File: src/verilog/wpseq_pkg.sv
package wpseq_pkg;

    // Number of digital pads under control
    localparam int WPSEQ_NPADS = 8;

    // Register byte offsets
    localparam logic [7:0] WPSEQ_OFF_CTRL = 8'h00;
    localparam logic [7:0] WPSEQ_OFF_STATUS = 8'h04;
    localparam logic [7:0] WPSEQ_OFF_OE = 8'h08;
    localparam logic [7:0] WPSEQ_OFF_PULL = 8'h0c;
    localparam logic [7:0] WPSEQ_OFF_DOUT = 8'h10;
    localparam logic [7:0] WPSEQ_OFF_DIN = 8'h14;

    // Control register field positions
    localparam int WPSEQ_CTRL_CONFIGURED = 0;

    // Reset values
    localparam logic [WPSEQ_NPADS-1:0] WPSEQ_PADS_RST = 8'h00;

    // AXI responses
    localparam logic [1:0] WPSEQ_RESP_OKAY = 2'h0;
    localparam logic [1:0] WPSEQ_RESP_SLVERR = 2'h2;

    // Oscillator settle wait before reset release is honoured
    localparam int WPSEQ_CLK_MHZ = 125;
    localparam int WPSEQ_XO_SETTLE_MS = 5;
    localparam int WPSEQ_XO_SETTLE_CYC = WPSEQ_XO_SETTLE_MS * 1000 * WPSEQ_CLK_MHZ;

    // Power states, one-hot
    typedef enum logic [3:0] {
        WPSEQ_ST_CORE_OFF = 4'h1,
        WPSEQ_ST_POR = 4'h2,
        WPSEQ_ST_DEFAULT = 4'h4,
        WPSEQ_ST_PROGRAMMED = 4'h8
    } wpseq_state_e;

endpackage

File: src/verilog/wpseq_top.sv
// Decided for this implementation: the placing of the registers and the AXI4-Lite interface to the registers.
`timescale 1ns/10ps
module wpseq_top
    import wpseq_pkg::*;
#(
    parameter int XO_SETTLE_CYC = WPSEQ_XO_SETTLE_CYC
) (
    input wire logic aclk,
    input wire logic aresetn,
    input wire logic io_supply_rail,
    input wire logic core_power_enable,
    input wire logic hard_reset_low,
    output logic dcdc_enable,
    output logic core_running,
    output logic [WPSEQ_NPADS-1:0] pad_out,
    output logic [WPSEQ_NPADS-1:0] pad_oe,
    output logic [WPSEQ_NPADS-1:0] pad_ie,
    output logic [WPSEQ_NPADS-1:0] pad_pull_en,
    input wire logic [WPSEQ_NPADS-1:0] pad_in,
    input wire logic [7:0] s_axi_awaddr,
    input wire logic s_axi_awvalid,
    output logic s_axi_awready,
    input wire logic [31:0] s_axi_wdata,
    input wire logic [3:0] s_axi_wstrb,
    input wire logic s_axi_wvalid,
    output logic s_axi_wready,
    output logic [1:0] s_axi_bresp,
    output logic s_axi_bvalid,
    input wire logic s_axi_bready,
    input wire logic [7:0] s_axi_araddr,
    input wire logic s_axi_arvalid,
    output logic s_axi_arready,
    output logic [31:0] s_axi_rdata,
    output logic [1:0] s_axi_rresp,
    output logic s_axi_rvalid,
    input wire logic s_axi_rready
);

    // Pin synchronisers: three stages, change accepted when 2nd and 3rd agree
    // Pad inputs ride in the same synchroniser, above the three power pins
    localparam int NSYNC = WPSEQ_NPADS + 3;
    logic [NSYNC-1:0] sync1_reg;
    logic [NSYNC-1:0] sync2_reg;
    logic [NSYNC-1:0] sync3_reg;
    logic [NSYNC-1:0] pin_reg;
    always_ff @(posedge aclk) begin
        if (!aresetn) begin
            sync1_reg <= {NSYNC{1'b0}};
            sync2_reg <= {NSYNC{1'b0}};
            sync3_reg <= {NSYNC{1'b0}};
            pin_reg <= {NSYNC{1'b0}};
        end else begin
            sync1_reg <= {pad_in, io_supply_rail, core_power_enable, hard_reset_low};
            sync2_reg <= sync1_reg;
            sync3_reg <= sync2_reg;
            for (int i = 0; i < NSYNC; i++) begin
                if (sync2_reg[i] == sync3_reg[i]) begin
                    pin_reg[i] <= sync3_reg[i];
                end
            end
        end
    end

    logic io_on;
    logic en_on;
    logic rst_high;
    assign io_on = pin_reg[2];
    assign en_on = pin_reg[1];
    assign rst_high = pin_reg[0];
    logic [WPSEQ_NPADS-1:0] pad_in_sync;
    assign pad_in_sync = pin_reg[NSYNC-1:NSYNC-WPSEQ_NPADS];

    // Settle counter from core enable rise
    logic [31:0] settle_reg;
    logic settled;
    assign settled = (settle_reg >= 32'(XO_SETTLE_CYC));
    always_ff @(posedge aclk) begin
        if (!aresetn || !en_on) begin
            settle_reg <= 32'h0;
        end else if (!settled) begin
            settle_reg <= settle_reg + 32'h1;
        end
    end

    // Registers
    logic configured_reg;
    logic [WPSEQ_NPADS-1:0] oe_cfg_reg;
    logic [WPSEQ_NPADS-1:0] pull_cfg_reg;
    logic [WPSEQ_NPADS-1:0] dout_reg;
    wpseq_state_e state_reg;
    wpseq_state_e state_next;

    // Power state machine
    always_comb begin
        state_next = state_reg;
        case (state_reg)
            WPSEQ_ST_CORE_OFF: begin
                if (io_on && en_on) begin
                    state_next = WPSEQ_ST_POR;
                end
            end
            WPSEQ_ST_POR: begin
                if (!io_on || !en_on) begin
                    state_next = WPSEQ_ST_CORE_OFF;
                end else if (rst_high && settled) begin
                    state_next = WPSEQ_ST_DEFAULT;
                end
            end
            WPSEQ_ST_DEFAULT, WPSEQ_ST_PROGRAMMED: begin
                if (!io_on || !en_on) begin
                    state_next = WPSEQ_ST_CORE_OFF;
                end else if (!rst_high) begin
                    state_next = WPSEQ_ST_POR;
                end else if (configured_reg) begin
                    state_next = WPSEQ_ST_PROGRAMMED;
                end else begin
                    state_next = WPSEQ_ST_DEFAULT;
                end
            end
            default: state_next = WPSEQ_ST_CORE_OFF;
        endcase
    end

    always_ff @(posedge aclk) begin
        if (!aresetn) begin
            state_reg <= WPSEQ_ST_CORE_OFF;
        end else begin
            state_reg <= state_next;
        end
    end

    // Pad control per state
    always_ff @(posedge aclk) begin
        if (!aresetn) begin
            pad_oe <= WPSEQ_PADS_RST;
            pad_ie <= WPSEQ_PADS_RST;
            pad_pull_en <= WPSEQ_PADS_RST;
            pad_out <= WPSEQ_PADS_RST;
            dcdc_enable <= 1'b0;
            core_running <= 1'b0;
        end else begin
            dcdc_enable <= en_on;
            core_running <= (state_reg == WPSEQ_ST_DEFAULT)
                || (state_reg == WPSEQ_ST_PROGRAMMED);
            pad_out <= dout_reg;
            case (state_reg)
                WPSEQ_ST_POR: begin
                    pad_oe <= WPSEQ_PADS_RST;
                    pad_ie <= WPSEQ_PADS_RST;
                    pad_pull_en <= ~WPSEQ_PADS_RST;
                end
                WPSEQ_ST_DEFAULT: begin
                    pad_oe <= WPSEQ_PADS_RST;
                    pad_ie <= ~WPSEQ_PADS_RST;
                    pad_pull_en <= ~WPSEQ_PADS_RST;
                end
                WPSEQ_ST_PROGRAMMED: begin
                    pad_oe <= oe_cfg_reg;
                    pad_ie <= ~oe_cfg_reg;
                    pad_pull_en <= pull_cfg_reg;
                end
                default: begin
                    pad_oe <= WPSEQ_PADS_RST;
                    pad_ie <= WPSEQ_PADS_RST;
                    pad_pull_en <= WPSEQ_PADS_RST;
                end
            endcase
        end
    end

    // AXI4-Lite write channel
    logic [7:0] awaddr_reg;
    logic aw_have_reg;
    logic [31:0] wdata_reg;
    logic w_have_reg;
    logic wstrb0_reg;
    logic do_write;
    assign do_write = aw_have_reg && w_have_reg && !s_axi_bvalid;

    function automatic logic addr_known(input logic [7:0] a);
        addr_known = (a == WPSEQ_OFF_CTRL) || (a == WPSEQ_OFF_STATUS)
            || (a == WPSEQ_OFF_OE) || (a == WPSEQ_OFF_PULL)
            || (a == WPSEQ_OFF_DOUT) || (a == WPSEQ_OFF_DIN);
    endfunction

    always_ff @(posedge aclk) begin
        if (!aresetn) begin
            aw_have_reg <= 1'b0;
            w_have_reg <= 1'b0;
            awaddr_reg <= 8'h00;
            wdata_reg <= 32'h0;
            wstrb0_reg <= 1'b0;
            s_axi_awready <= 1'b0;
            s_axi_wready <= 1'b0;
            s_axi_bvalid <= 1'b0;
            s_axi_bresp <= WPSEQ_RESP_OKAY;
        end else begin
            s_axi_awready <= !aw_have_reg && !s_axi_awready && !s_axi_bvalid;
            s_axi_wready <= !w_have_reg && !s_axi_wready && !s_axi_bvalid;
            if (s_axi_awvalid && s_axi_awready) begin
                aw_have_reg <= 1'b1;
                awaddr_reg <= s_axi_awaddr;
                s_axi_awready <= 1'b0;
            end
            if (s_axi_wvalid && s_axi_wready) begin
                w_have_reg <= 1'b1;
                wdata_reg <= s_axi_wdata;
                wstrb0_reg <= s_axi_wstrb[0];
                s_axi_wready <= 1'b0;
            end
            if (do_write) begin
                aw_have_reg <= 1'b0;
                w_have_reg <= 1'b0;
                s_axi_bvalid <= 1'b1;
                s_axi_bresp <= addr_known(awaddr_reg) ? WPSEQ_RESP_OKAY : WPSEQ_RESP_SLVERR;
            end else if (s_axi_bvalid && s_axi_bready) begin
                s_axi_bvalid <= 1'b0;
            end
        end
    end

    // Configuration registers; cleared whenever the core leaves running state
    always_ff @(posedge aclk) begin
        if (!aresetn || !core_running) begin
            configured_reg <= 1'b0;
            oe_cfg_reg <= WPSEQ_PADS_RST;
            pull_cfg_reg <= WPSEQ_PADS_RST;
            dout_reg <= WPSEQ_PADS_RST;
        end else if (do_write && wstrb0_reg) begin
            case (awaddr_reg)
                WPSEQ_OFF_CTRL: configured_reg <= wdata_reg[WPSEQ_CTRL_CONFIGURED];
                WPSEQ_OFF_OE: oe_cfg_reg <= wdata_reg[WPSEQ_NPADS-1:0];
                WPSEQ_OFF_PULL: pull_cfg_reg <= wdata_reg[WPSEQ_NPADS-1:0];
                WPSEQ_OFF_DOUT: dout_reg <= wdata_reg[WPSEQ_NPADS-1:0];
                default: ;
            endcase
        end
    end

    // AXI4-Lite read channel
    always_ff @(posedge aclk) begin
        if (!aresetn) begin
            s_axi_arready <= 1'b0;
            s_axi_rvalid <= 1'b0;
            s_axi_rdata <= 32'h0;
            s_axi_rresp <= WPSEQ_RESP_OKAY;
        end else begin
            s_axi_arready <= !s_axi_rvalid && !s_axi_arready;
            if (s_axi_arvalid && s_axi_arready) begin
                s_axi_arready <= 1'b0;
                s_axi_rvalid <= 1'b1;
                s_axi_rresp <= addr_known(s_axi_araddr) ? WPSEQ_RESP_OKAY : WPSEQ_RESP_SLVERR;
                case (s_axi_araddr)
                    WPSEQ_OFF_CTRL: s_axi_rdata <= 32'(configured_reg);
                    WPSEQ_OFF_STATUS: s_axi_rdata <= 32'({settled, io_on, en_on, rst_high,
                        state_reg});
                    WPSEQ_OFF_OE: s_axi_rdata <= 32'(oe_cfg_reg);
                    WPSEQ_OFF_PULL: s_axi_rdata <= 32'(pull_cfg_reg);
                    WPSEQ_OFF_DOUT: s_axi_rdata <= 32'(dout_reg);
                    WPSEQ_OFF_DIN: s_axi_rdata <= 32'(pad_in_sync & pad_ie);
                    default: s_axi_rdata <= 32'h0;
                endcase
            end else if (s_axi_rvalid && s_axi_rready) begin
                s_axi_rvalid <= 1'b0;
            end
        end
    end

endmodule

File: config.mk
export PLATFORM = sky130hd
export DESIGN_NAME = wpseq_top
export DESIGN_NICKNAME = d
export VERILOG_FILES = /design/src/verilog/wpseq_pkg.sv /design/src/verilog/wpseq_top.sv
export SDC_FILE = /design/constraint.sdc
export NUM_CORES = 1
export LEC_CHECK = 0
export BUFFER_PORTS_ARGS = -buffer_cell sky130_fd_sc_hd__buf_2
export CAP_MARGIN = 25
export CORE_UTILIZATION = 49
export DETAILED_ROUTE_END_ITERATION = 16
export PLACE_DENSITY = 0.83
export SLEW_MARGIN = 20
export SYNTH_ARGS = -nofsm -noshare
export SYNTH_HDL_FRONTEND = slang
export SYNTH_SLANG_ARGS = --single-unit
File: constraint.sdc
create_clock -name aclk -period 1.9 [get_ports aclk]
set_input_delay 0.285 -clock aclk [delete_from_list [all_inputs] [get_ports aclk]]
set_output_delay 0.285 -clock aclk [all_outputs]
set_load 0.005 [all_outputs]
### Yosys cells after proc, flatten, opt, wreduce, memory -nomap -nowiden

Index checks and enable logic that the tools add are counted.
Widths: inputs -> output; s select.

* flip-flop bits (word level): 199
* input bits: 70
* output and inout bits: 75
* word-level logic and storage cells: 143

* $add $sub $neg: 1
* $lt $le $gt $ge: 1
* equal/unequal tests: 27
* muxes and demuxes: 16
* bitwise gates (word level): 3
* reduce and logical (&&, ||, !) cells: 56

Operator list (count)
* $pmux 8 s6: 1
* $add 32x1->32 const B: 1
* $eq 8x4->1 const B: 4
* $eq 8x5->1 const B: 4
* $ge 32x20->1 const B: 1
* $pmux 8 s2: 2
* $mux 4: 6
* $eq 8x3->1 const B: 2
* $logic_not 8->1: 2
* $logic_and 1x1->1: 15
* $logic_or 1x1->1: 14
* $pmux 4 s3: 1
* $reduce_and 2->1: 6
* $reduce_or 2->1: 6
* $eq 1x1->1: 11
* $logic_not 1->1: 11
* $and 8x8->8: 1
* $not 8->8: 1
* $eq 4x1->1 const B: 1
* $eq 4x2->1 const B: 1
* $eq 4x3->1 const B: 1
* $eq 4x4->1 const B: 1
* $mux 1: 4
* $mux 2: 2
* other kinds (4): 5

### Longest topological paths before layout

* depth in word-level cells: 7
* depth in mapped cells: 7
* gate-level depth less buffers: 5

### Worst setup path after synthesis

Ideal clock, no wire load.

* path kind: reg2reg
* start: register settle_reg[20]
* end: register settle_reg[11]
* library setup time: 0.069 ns
* data arrival time: 1.803 ns
* required time: 1.831 ns
* path slack: 0.028 ns
* cell stages (with the launch flop): 6
* path buffers: 0
* period minus slack after synthesis: 1.872 ns
* path through: dfxtp_1 nor4_4 nand4_2 or4_1 or4_1 o21ai_1

* longest elaborated chain between the ends: 1

Ends and longest elaborated chain
* start: declaration: line wpseq_top.sv:74 `logic [31:0] settle_reg;`
* start signal: assignment: line wpseq_top.sv:81 `settle_reg <= settle_reg + 32'h1;`
* $ge 32x20->1: line wpseq_top.sv:76 `assign settled = (settle_reg >= 32'(XO_SETTLE_CYC));`

No other way between the ends.
A chain may end at the register's enable or synchronous reset.

### Worst setup path in the final report

Same ends and word-level chain as after synthesis.

==> impl_metrics.ini <==
[status]
outcome = finished, final reports clean

[worst_setup_path]
cp_cell_sequence = nor4_4, nand4_2, or4_4, or4_1, o21ai_1
worstPathBufferInverterCount = 0
path_max_fanout = 3
path_delay_family = simple AND/OR/NAND/NOR gates
arrival_ps = 2230
start_kind = register
critPathMaxStageDelay_ps = 450
endpoint_kind = register
crit_type = register to register
cp.required_ps = 2260
slowest_stage = or4_4

[place]
dp.cells = 947
dpl_cell_area_mm2 = 0.00725
port_buffers = 91
gp_congestion = 0.889
dp.final_hpwl_um = 9650

[timing]
hold_viol_final = 0
fin_crit_ps = 1880
hold_slack_ps = 60.9
rsz0062_at_grt = true
maxSlewHeadroom_pct = 61.0
fin_setup_tns_ps = 0
finalClockSkew_ps = 9.66
fmax_mhz = 533
tightest_slew_ps = 586
period_share_pct = 98.8
final-setup-viol-count = 0
drv_slew = 0

[grt]
antenna_found_initial = 0
grt_start_max_net_pins = 101
grt_pass1_vias = 4772
overflow = 0
grt_pass1_wl_um = 23100
grt_use_total_pct = 20.8

[synth]
synth_edf_count = 0
synth.distinct_cells = 58
post_synth.cell_area_avg_um2 = 9.48
yosysSeqAreaShare_pct = 52.1
synth_area_mm2 = 0.00665
synth-async-reset-ratio_pct = 0
yosys_warnings = 0
ys.flop_type = dfxtp_1
ys_seq_elements = 173
synthCells = 701

[cts]
htree_levels = 4
cts_tree = built
path_clk_slew_ps = 70
clock-sinks = 173
clk_path_buf_depth = 2
cts_hold_buf = 0
cts_buffers = 17
clock_latency_ps = 430
cts-root-buf = clkbuf_16

[floorplanning]
core-area_mm2 = 0.0132
row_count = 42
io_pins = 145
die_y_um = 118
start_util_pct = 50.2
fp.dieArea_mm2 = 0.0140
die_w_um = 118

[routing]
drc_errors = 0
wire_per_inst_um = 14.6
antenna_left = 0
vias = 5164
dr.pass1.iters = 5
drt_iter0_markers = 313
vias_per_cell = 5.26
wl_um = 14300

[power]
finalPower_mw = 7.57
power_frac_seq_pct = 49.3
pwr-share-comb_pct = 3.0
p_leak_nw = 3.37
switching_power_mw = 1.65
peakVddDrop_v = 0.000713
p_per_area_mw_per_mm2 = 952
p_int_mw = 5.92
swShare_pct = 21.8
pwr-share-clk_pct = 47.7

[finish]
final_area_mm2 = 0.00796
drive_above_1_share_pct = 20.1
fin_cells = 981
diodes = 0
largest_reg_flops = 32
fin_nets = 865
areaGrowthSynthToFinish_pct = 19.7
nFillCells = 1146

[hold_path]
min_path_type = input pin to register

[run]
maxCapViolCount = 0
==> metal layers <==
| metal | GRT usage (%) | part of all wire [%] | vias up |
|---|---|---|---|
| li1 | - | - | 2584 |
| met1 | 27.6 | 46 | 2399 |
| met2 | 32.9 | 46 | 158 |
| met3 | 5.12 | 5.9 | 23 |
| met4 | 7.59 | 1.9 | 0 |
| met5 | 0 | 0 | - |
==> layout make-up <==
type	count	area, um^2	area share (%)
well taps	176	220	2.77
clock inverters	12	180	2.26
clock buffers	19	443	5.57
flip-flops and latches	173	3470	43.6
inverters	10	37.5	0.472
repair buffers	113	662	8.32
multi-input cells	478	2950	37.0
==> power by group through the flow <==
| stage | sequential [mW] | combinational, mW | clock, mW |
|---|---|---|---|
| floorplan | 3.80 | 0.182 | 0 |
| global placement | 3.81 | 0.217 | 0 |
| detailed placement | 3.81 | 0.221 | 0 |
| CTS | 3.73 | 0.222 | 3.65 |
| global route | 3.74 | 0.256 | 3.83 |
| finish | 3.73 | 0.227 | 3.61 |
==> synthesized netlist by cell type, drive strengths merged, types with 2 or more instances <==
| master | n | area [um^2] |
|---|---|---|
| dfxtp | 173 | 3460 |
| nand2 | 62 | 233 |
| and2 | 53 | 332 |
| nor2 | 45 | 169 |
| o21ai | 37 | 185 |
| mux2i | 35 | 350 |
| buf | 33 | 229 |
| clkbuf | 32 | 120 |
| nand3 | 31 | 155 |
| a21boi | 29 | 218 |
| a21oi | 28 | 140 |
| and3 | 16 | 101 |
| nand4 | 12 | 96.3 |
| or4 | 11 | 82.6 |
| a22oi | 9 | 67.6 |
| inv | 9 | 33.8 |
| nor3 | 9 | 55.1 |
| a21o | 8 | 60.1 |
| or3 | 8 | 50.1 |
| nor2b | 6 | 37.5 |
| nand2b | 5 | 31.3 |
| o22a | 5 | 43.8 |
| o31ai | 5 | 37.5 |
| a31oi | 4 | 25.0 |
| nor4 | 4 | 61.3 |
| o21a | 3 | 22.5 |
| and4 | 2 | 17.5 |
| ha | 2 | 25.0 |
| nand4b | 2 | 17.5 |
| nor3b | 2 | 15.0 |
| o211ai | 2 | 15.0 |
| o221ai | 2 | 17.5 |
==> cell families after synthesis <==
logic type / Yosys count / share of synthesized area [%]
AO/OA/AOI/OAI: 142 / 13.8
flip-flops: 173 / 52.1
XOR/XNOR: 2 / 0.264
buffers and inverters: 75 / 5.82
other: 1 / 0.0564
AND/OR/NAND/NOR: 271 / 22.3
adder cells (fa/ha/maj): 2 / 0.377
multiplexers: 35 / 5.27
==> metrics by stage <==
| stage | util, % | worst slack [ps] |
|---|---|---|
| floorplan | - | 28.0 |
| global placement | 54.8 | -3.66 |
| detailed placement | 54.8 | -77.8 |
| CTS | 59.6 | 3.00 |
| global route | 60.1 | -63.5 |
| finish | 60.1 | 22.9 |
==> worst paths after layout <==
path	slack [ps]	cells after the start	to	start
setup / recovery	20	5	settle_reg[11]	settle_reg[20]
hold / removal	60	2	sync1_reg[10]	pad_in[7]
setup reg to reg	20	5	settle_reg[11]	settle_reg[20]
hold reg to reg	430	1	sync2_reg[1]	sync1_reg[1]
==> cells in the final DEF, fill, tap and decap left out, types with 3 or more instances in the layout <==
| cell | count |
|---|---|
| nand2_1 | 62 |
| buf_4 | 18 |
| o21ai_0 | 34 |
| inv_1 | 9 |
| dfxtp_1 | 170 |
| o31ai_1 | 5 |
| o22a_1 | 5 |
| a21oi_1 | 28 |
| nor4_4 | 3 |
| and2_1 | 53 |
| o21a_1 | 3 |
| buf_2 | 91 |
| nand2b_1 | 5 |
| a31oi_1 | 3 |
| a21o_1 | 8 |
| conb_1 | 26 |
| a22oi_1 | 9 |
| nor2_1 | 45 |
| or3_1 | 8 |
| nor2b_1 | 6 |
| mux2i_1 | 35 |
| dfxtp_2 | 3 |
| a21boi_0 | 29 |
| clkbuf_16 | 17 |
| bufinv_16 | 3 |
| and3_1 | 15 |
| or4_4 | 3 |
| nor3_1 | 7 |
| nand3_1 | 31 |
| buf_12 | 3 |
| o21ai_1 | 3 |
| clkinv_4 | 3 |
| nand4_1 | 10 |
| or4_1 | 8 |
==> what timing repair did <==
item / 4_1_cts / 5_1_grt
pin swaps: 3 / 5
resized for setup: 3 / 11
setup buffers: 1 / 2
setup endpoints to repair: 3 / 39
hold endpoints to repair: 0 / 0
Power figures use the tool's default switching activity.
